==> config.mk <==
export PLATFORM = sky130hd
export DESIGN_NAME = pcd_pad_cell
export DESIGN_NICKNAME = d
export VERILOG_FILES = /design/src/design/pcd_pkg.sv /design/src/design/pcd_pad_cell.sv
export SDC_FILE = /design/constraint.sdc
export NUM_CORES = 1
export LEC_CHECK = 0
export BUFFER_PORTS_ARGS = -buffer_cell sky130_fd_sc_hd__clkbuf_2
export CAP_MARGIN = 20
export CORE_UTILIZATION = 50
export DETAILED_ROUTE_END_ITERATION = 8
export HOLD_SLACK_MARGIN = 0.15
export PLACE_DENSITY = 0.82
export RECOVER_POWER = 25
export SETUP_SLACK_MARGIN = 0.02
export SLEW_MARGIN = 0
export SYNTH_ARGS = -nofsm -noshare
export SYNTH_HDL_FRONTEND = slang
export SYNTH_SLANG_ARGS = --single-unit
export TNS_END_PERCENT = 30
==> constraint.sdc <==
create_clock -name clk_i -period 1.8 [get_ports clk_i]
set_input_delay 0.36 -clock clk_i [delete_from_list [all_inputs] [get_ports clk_i]]
set_output_delay 0.36 -clock clk_i [all_outputs]
set_load 0.005 [all_outputs]
==> src/design/pcd_pkg.sv <==
// Shared constants, carriers and modes of the programmable pad cell.
// Assumes one system clock; every capture and launch clock arrives as a one-cycle enable strobe.
package pcd_pkg;

  // ****************************************************************
  // Input delay line
  // ****************************************************************
  localparam int DLY_W = 3;
  localparam int DLY_TAPS = 8;
  localparam logic [DLY_W-1:0] DLY_NONE = 3'h0;

  // ****************************************************************
  // Inversion mask positions, one per path entering the cell
  // ****************************************************************
  localparam int INV_W = 9;
  localparam int INV_PAD = 0;
  localparam int INV_O1 = 1;
  localparam int INV_O2 = 2;
  localparam int INV_T1 = 3;
  localparam int INV_T2 = 4;
  localparam int INV_CAP_A = 5;
  localparam int INV_CAP_B = 6;
  localparam int INV_LAUNCH_A = 7;
  localparam int INV_LAUNCH_B = 8;

  // ****************************************************************
  // Two-entry receive buffer
  // ****************************************************************
  localparam int BUF_DEPTH = 2;
  localparam logic [1:0] BUF_FULL = 2'h2;
  localparam logic [1:0] BUF_EMPTY = 2'h0;
  localparam logic [1:0] BUF_ONE = 2'h1;

  typedef struct packed {
    logic first;
    logic second;
  } pcd_pair_s;

  localparam pcd_pair_s PAIR_RST = 2'h0;

  typedef struct packed {
    logic [DLY_W-1:0] delay_taps;
    logic in_latch;
    logic out_latch;
    logic oe_latch;
    logic out_reg_sel;
    logic oe_reg_sel;
    logic ddr_out;
    logic cascade;
    logic [INV_W-1:0] inv;
  } pcd_cfg_s;

  typedef enum logic [1:0] {
    PH_FIRST = 2'b01,
    PH_SECOND = 2'b10
  } pcd_phase_e;

endpackage

==> src/design/pcd_pad_cell.sv <==
// Programmable pad cell: input, output and output-enable paths with paired storage elements.
// Assumes the capture and launch strobes are on clk_i; the pad input is asynchronous.
//
// Behaviour
// - Pad input passes optional delay to a direct line, and to two captured lines.
// - Output and enable paths each own a storage pair, register or latch; the input pair is always registered, in_latch only affects the cascade slave.
// - Fabric output bits reach the pad directly or through their storage pair.
// - Fabric enable bits, direct or stored, decide when the pad driver floats.
// - Every entering path, controls included, has an inversion option absorbed in the cell.
// - An input-only cell has no output path and no output logic.
// - Cascade re-registers the second captured bit on capture clock A.
// - DDR output stores bit one on launch A, bit two on launch B, then muxes.
// - No edge alignment option; DDR output acts as a plain register pair.
`timescale 1ns/1ns
module pcd_pad_cell #(
  parameter bit INPUT_ONLY = 1'b0
) (
  input wire logic clk_i,
  input wire logic rst_n_i,
  input wire pcd_pkg::pcd_cfg_s cfg_i,
  input wire logic pad_i,
  output logic pad_o,
  output logic pad_oe_o,
  input wire pcd_pkg::pcd_pair_s out_bits_i,
  input wire pcd_pkg::pcd_pair_s en_bits_i,
  input wire logic cap_a_i,
  input wire logic cap_b_i,
  input wire logic launch_a_i,
  input wire logic launch_b_i,
  output logic direct_in_o,
  output pcd_pkg::pcd_pair_s rx_o,
  output logic rx_valid_o,
  input wire logic rx_ready_i,
  output logic cap_ready_o
);
  import pcd_pkg::*;

  // Storage element seen from outside: a latch is transparent while its gate is open
  function automatic logic se_view(input logic latch, input logic gate, input logic d, input logic q);
    se_view = (latch && gate) ? d : q;
  endfunction

  function automatic logic se_next(input logic gate, input logic d, input logic q);
    se_next = gate ? d : q;
  endfunction

  // ****************************************************************
  // Pad synchroniser and programmable delay
  // ****************************************************************
  logic pad_meta_q;
  logic pad_sync_q;
  logic [DLY_TAPS-2:0] dly_q;
  logic din;

  always_ff @(posedge clk_i) begin
    if (!rst_n_i) begin
      pad_meta_q <= 1'b0;
      pad_sync_q <= 1'b0;
    end else begin
      pad_meta_q <= pad_i;
      pad_sync_q <= pad_meta_q;
    end
  end

  always_ff @(posedge clk_i) begin
    if (!rst_n_i) begin
      dly_q <= '0;
    end else begin
      dly_q <= {dly_q[DLY_TAPS-3:0], pad_sync_q ^ cfg_i.inv[INV_PAD]};
    end
  end

  always_comb begin
    if (cfg_i.delay_taps == DLY_NONE) begin
      din = pad_sync_q ^ cfg_i.inv[INV_PAD];
    end else begin
      din = dly_q[cfg_i.delay_taps - 3'h1];
    end
  end

  assign direct_in_o = din;

  // ****************************************************************
  // Input storage pair and cascade slave
  // ****************************************************************
  logic cap_a_eff;
  logic cap_b_eff;
  logic iq1_q;
  logic iq2_q;
  logic slave_q;
  logic push_q;
  logic [1:0] count_q;

  // A full buffer freezes capture so no received pair is overwritten
  assign cap_ready_o = ({1'b0, push_q} + count_q) < BUF_FULL;
  assign cap_a_eff = (cap_a_i ^ cfg_i.inv[INV_CAP_A]) && cap_ready_o;
  assign cap_b_eff = (cap_b_i ^ cfg_i.inv[INV_CAP_B]) && cap_ready_o;

  always_ff @(posedge clk_i) begin
    if (!rst_n_i) begin
      iq1_q <= 1'b0;
      iq2_q <= 1'b0;
    end else begin
      iq1_q <= se_next(cap_a_eff, din, iq1_q);
      iq2_q <= se_next(cap_b_eff, din, iq2_q);
    end
  end

  always_ff @(posedge clk_i) begin
    if (!rst_n_i) begin
      slave_q <= 1'b0;
    end else if (cfg_i.cascade && cap_a_eff) begin
      slave_q <= se_view(cfg_i.in_latch, cap_b_eff, din, iq2_q);
    end
  end

  // Pair is complete one cycle after its closing strobe
  always_ff @(posedge clk_i) begin
    if (!rst_n_i) begin
      push_q <= 1'b0;
    end else begin
      push_q <= cfg_i.cascade ? cap_a_eff : cap_b_eff;
    end
  end

  // ****************************************************************
  // Two-entry receive buffer
  // ****************************************************************
  pcd_pair_s buf_q [BUF_DEPTH];
  logic wr_ptr_q;
  logic rd_ptr_q;
  logic pop;
  pcd_pair_s push_data;

  assign push_data.first = iq1_q;
  assign push_data.second = cfg_i.cascade ? slave_q : iq2_q;
  assign rx_valid_o = count_q != BUF_EMPTY;
  assign pop = rx_valid_o && rx_ready_i;
  assign rx_o = buf_q[rd_ptr_q];

  always_ff @(posedge clk_i) begin
    if (!rst_n_i) begin
      buf_q[0] <= PAIR_RST;
      buf_q[1] <= PAIR_RST;
      wr_ptr_q <= 1'b0;
    end else if (push_q) begin
      buf_q[wr_ptr_q] <= push_data;
      wr_ptr_q <= ~wr_ptr_q;
    end
  end

  always_ff @(posedge clk_i) begin
    if (!rst_n_i) begin
      rd_ptr_q <= 1'b0;
      count_q <= BUF_EMPTY;
    end else begin
      if (pop) begin
        rd_ptr_q <= ~rd_ptr_q;
      end
      count_q <= count_q + {1'b0, push_q} - {1'b0, pop};
    end
  end

  // ****************************************************************
  // Output and enable paths
  // ****************************************************************
  logic launch_a_eff;
  logic launch_b_eff;
  logic o1_in;
  logic o2_in;
  logic t1_in;
  logic t2_in;
  logic o1_q;
  logic o2_q;
  logic t1_q;
  logic t2_q;
  pcd_phase_e phase_q;
  logic data_sel;
  logic hiz_sel;

  assign launch_a_eff = launch_a_i ^ cfg_i.inv[INV_LAUNCH_A];
  assign launch_b_eff = launch_b_i ^ cfg_i.inv[INV_LAUNCH_B];
  assign o1_in = out_bits_i.first ^ cfg_i.inv[INV_O1];
  assign o2_in = out_bits_i.second ^ cfg_i.inv[INV_O2];
  assign t1_in = en_bits_i.first ^ cfg_i.inv[INV_T1];
  assign t2_in = en_bits_i.second ^ cfg_i.inv[INV_T2];

  generate
    if (INPUT_ONLY) begin : g_no_out
      // No output logic at all; the pad is never driven
      assign o1_q = 1'b0;
      assign o2_q = 1'b0;
      assign t1_q = 1'b1;
      assign t2_q = 1'b1;
      assign phase_q = PH_FIRST;
      assign data_sel = 1'b0;
      assign hiz_sel = 1'b1;
      assign pad_o = 1'b0;
      assign pad_oe_o = 1'b0;
    end else begin : g_out
      always_ff @(posedge clk_i) begin
        if (!rst_n_i) begin
          o1_q <= 1'b0;
          o2_q <= 1'b0;
        end else begin
          o1_q <= se_next(launch_a_eff, o1_in, o1_q);
          o2_q <= se_next(launch_b_eff, o2_in, o2_q);
        end
      end

      // Enable pair resets to the floating state so the pad stays quiet
      always_ff @(posedge clk_i) begin
        if (!rst_n_i) begin
          t1_q <= 1'b1;
          t2_q <= 1'b1;
        end else begin
          t1_q <= se_next(launch_a_eff, t1_in, t1_q);
          t2_q <= se_next(launch_b_eff, t2_in, t2_q);
        end
      end

      // Plain register pair muxing; there is no alignment of one launch edge to the other
      always_ff @(posedge clk_i) begin
        if (!rst_n_i) begin
          phase_q <= PH_FIRST;
        end else if (launch_b_eff) begin
          phase_q <= PH_SECOND;
        end else if (launch_a_eff) begin
          phase_q <= PH_FIRST;
        end
      end

      always_comb begin
        if (cfg_i.ddr_out) begin
          unique case (phase_q)
            PH_FIRST: data_sel = se_view(cfg_i.out_latch, launch_a_eff, o1_in, o1_q);
            PH_SECOND: data_sel = se_view(cfg_i.out_latch, launch_b_eff, o2_in, o2_q);
          endcase
        end else if (cfg_i.out_reg_sel) begin
          data_sel = se_view(cfg_i.out_latch, launch_a_eff, o1_in, o1_q);
        end else begin
          data_sel = o1_in;
        end
      end

      always_comb begin
        if (cfg_i.oe_reg_sel && cfg_i.ddr_out) begin
          unique case (phase_q)
            PH_FIRST: hiz_sel = se_view(cfg_i.oe_latch, launch_a_eff, t1_in, t1_q);
            PH_SECOND: hiz_sel = se_view(cfg_i.oe_latch, launch_b_eff, t2_in, t2_q);
          endcase
        end else if (cfg_i.oe_reg_sel) begin
          hiz_sel = se_view(cfg_i.oe_latch, launch_a_eff, t1_in, t1_q);
        end else begin
          hiz_sel = t1_in;
        end
      end

      assign pad_o = data_sel;
      assign pad_oe_o = ~hiz_sel;
    end
  endgenerate
endmodule

==> metrics.md <==
| Metric | Value |
|---|---|
| RSZ-0062 raised after global routing | `true` |
| Slew headroom | `approximately 60%` |
| Routed len/inst | `12.4 um` |
| CTS tree | `built` |
| CP max-delay cell | `a221o_1` |
| Pin count of the biggest net entering global routing | `19` |
| Worst Hold Class | `input port to flip-flop` |
| Critical path arrival | `1.64 ns` |
| Maximum Capacitance Violations | `0` |
| Actual slew at the worst max-slew pin | `around 0.6 ns` |
| Die Height | `53.8 um` |
| Slowest stage delay, CP | `around 0.38 ns` |
| Initial antenna violation count | `0` |
| Residual DRC count | `0` |
| CORE AREA | `2500 um^2` |
| Synth area leader | `dfxtp_1` |
| Layout cell share with drive strength beyond 1 | `around a third` |
| Syn-to-layout area delta | `27.1%` |
| Sw frac | `between 20% and 30%` |
| Failing checks | `setup timing` |
| Critical path startpoint category | `flip-flop` |
| Number of vias per cell | `about 5.3` |
| Remaining global-route overflow | `0` |
| Combinational fraction of design power | `between 30% and 40%` |
| Peak VDD IR | `approximately 0.9 mV` |
| CTS Buffer Depth | `2` |
| Post-layout net count | `~220` |
| CTS root buf | `clkbuf_4` |
| Initial Utilization | `between 50% and 60%` |
| Number of inserted diodes | `0` |
| Asr flop ratio synth | `0%` |
| Period Utilization, post-route | `111%` |
| Vias | `1133` |
| I/O Buffers | `37` |
| Gr usage total | `between 20% and 30%` |
| Clk_lat worst skew | `roughly 0.34 ns` |
| Routability cong. | `between 0.8 and 0.9` |
| Sequential area share after synthesis | `44.8%` |
| Main area contributors after synthesis | `dfxtp_1 (36%), edfxtp_1 (9.0%), and2_1 (5.1%)` |
| DRT antenna net count | `0` |
| Worst hold slack | `roughly 0.24 ns` |
| Endpoints failing hold | `0` |
| Synth unique cells | `35` |
| Final number of setup-violating endpoints | `1` |
| DIE WIDTH | `53.8 um` |
| Standard-cell rows | `18` |
| Hpwl dp | `between 2000 and 2500 um` |
| Period minus WS final | `around 2 ns` |
| Clk_skew | `between 0.02 and 0.025 ns` |
| Synth warn | `0` |
| CTS H-tree lvls | `1` |
| Worst-case reg-to-reg path depth | `5` |
| First-pass GRT wire length | `about 4300 um` |
| Routed WL | `between 2000 and 3000 um` |
| CTS Sinks | `28` |
| Sw Pwr | `approximately 0.5 mW` |
| P_int | `about 1.2 mW` |
| Seq cells post-synth | `28` |
| Hold depth | `2` |
| Worst path cell trace | `mux2_4 > a221o_1 > a31oi_4 > inv_1 > clkbuf_2` |
| Initial DRC count | `18` |
| Status | `complete, but fails checks` |
| Net Count, Synth | `~170` |
| Top_reg_cell synth | `dfxtp_1` |
| Die area | `a little under 3000 um^2` |
| Kind of critical path | `flip-flop to primary output` |
| Top Family by Delay on Critical Path | `compound AO/OA/AOI/OAI gates` |
| Vias in the first global route | `about 1000` |
| FMAX | `0.499 GHz` |
| Critical path peak fanout | `2` |
| Fin. max-slew vios | `0` |
| Sequential share of power | `a little under half` |
| Synthesized area per cell | `roughly 9.9 um^2` |
| TritonCTS buffer count | `3` |
| Yosys top cell area share | `35.8%` |
| Mapped Area | `1340 um^2` |
| Static leakage | `approximately 0.77 nW` |
| Post-placement worst setup slack | `-0.247 ns` |
| Power per cell area | `approximately 1000 nW/um^2` |
| Post-synth EDFFs | `4` |
| CP Depth | `5` |
| Final WS setup | `-0.203 ns` |
| Cells after Synth | `between 100 and 150` |
| Drt pass-1 iters | `4` |
| Clock transition at the registers of the reported paths | `approximately 0.16 ns` |
| Clock Power Share | `23.4%` |
| Data required, critical path | `between 1 and 1.5 ns` |
| WP buf/inv | `2` |
| Nature of the critical path endpoint | `primary output` |
| I/O Pins | `38` |
[cell type report]
class	count	area, um^2
fill	195	795
timing repair buffer	45	244
tap	30	37.5
inverter	9	33.8
sequential	28	606
clock buffer	3	22.5
clock inverter	1	30.0
multi-input combinational	97	732
[through the flow]
step                total power, mW  util (%)  TNS, ns  cell area (um^2)  instances
finish                         1.73      68.2   -0.203              1710        213
global route                   1.85      68.2   -0.403              1710        213
CTS                            1.73      67.9   -0.208              1700        212
detailed placement             1.32      64.4   -0.356              1610        208
global placement               1.29      64.4   -0.141              1610        208
floorplan                      1.12         -        0              1340        136
[power groups by stage]
stage	logic, mW	clock network (mW)	registers (mW)
2_1_floorplan	0.331	0	0.787
3_3_place_gp	0.489	0	0.798
3_5_place_dp	0.513	0	0.805
4_1_cts	0.528	0.414	0.790
5_1_grt	0.594	0.447	0.808
6_report	0.532	0.406	0.794
[repair_timing]
action,in CTS,in global routing
pin swaps,4,1
hold buffers,0,0
endpoints found under the setup margin,3,4
resized for setup,7,1
setup buffers,0,1
hold endpoints to repair,0,0
[layout by cell type, fill, tap and decap left out, drive strengths merged, types with 2 or more instances in the layout]
cell type	instances
nor2	13
nand3	4
mux2	3
nand2	4
a31oi	3
edfxtp	4
a211oi	3
mux2i	2
nand2b	4
buf	8
nor2b	2
and2	11
ha	4
xor2	7
xnor2	7
and3	2
inv	9
a311o	2
a21oi	7
clkbuf	40
nor3b	3
a31o	2
o21ai	4
a311oi	2
dfxtp	24
[routing by layer]
layer	part of all wire [%]	GRT usage (%)
met5	0	0
met4	1.4	6.58
met3	4.5	5.93
met2	55	39.9
met1	39	22.2
[worst paths after layout]
path / startpoint / to / slack [ns]
worst max-delay path: dly_q[4]$_SDFF_PN0_ / direct_in_o / -0.20
worst min-delay path: pad_i / pad_meta_q$_SDFF_PN0_ / 0.24
worst max register to register: push_q$_SDFF_PN0_ / slave_q$_SDFFE_PN0P_ / 0.30
worst min register to register: pad_meta_q$_SDFF_PN0_ / pad_sync_q$_SDFF_PN0_ / 0.45
[flip-flops by register name, summed over array words and instances (netlist names), 2 cells and up, named ones only]
name / count
buf_q: 4
dly_q: 7
phase_q: 2
count_q: 2
[synth_stat cells, types with 4 or more instances]
cell type,instances
nand2_1,4
xnor2_1,6
inv_1,9
dfxtp_1,24
o21ai_0,4
edfxtp_1,4
nand3_1,4
nand2b_1,4
and2_1,11
ha_1,4
xor2_1,6
a21oi_1,7
nor2_1,13
[kinds of logic after synthesis]
kind of cell | Yosys count | share of synthesized area (%)
simple gates | 47 | 18.8
flops | 28 | 44.8
compound gates | 26 | 13.6
xor+xnor | 14 | 10.3
buf+inv | 11 | 3.08
mux | 6 | 5.69
fa+ha+maj | 4 | 3.73
No activity file was read; power rests on OpenSTA's default activity.
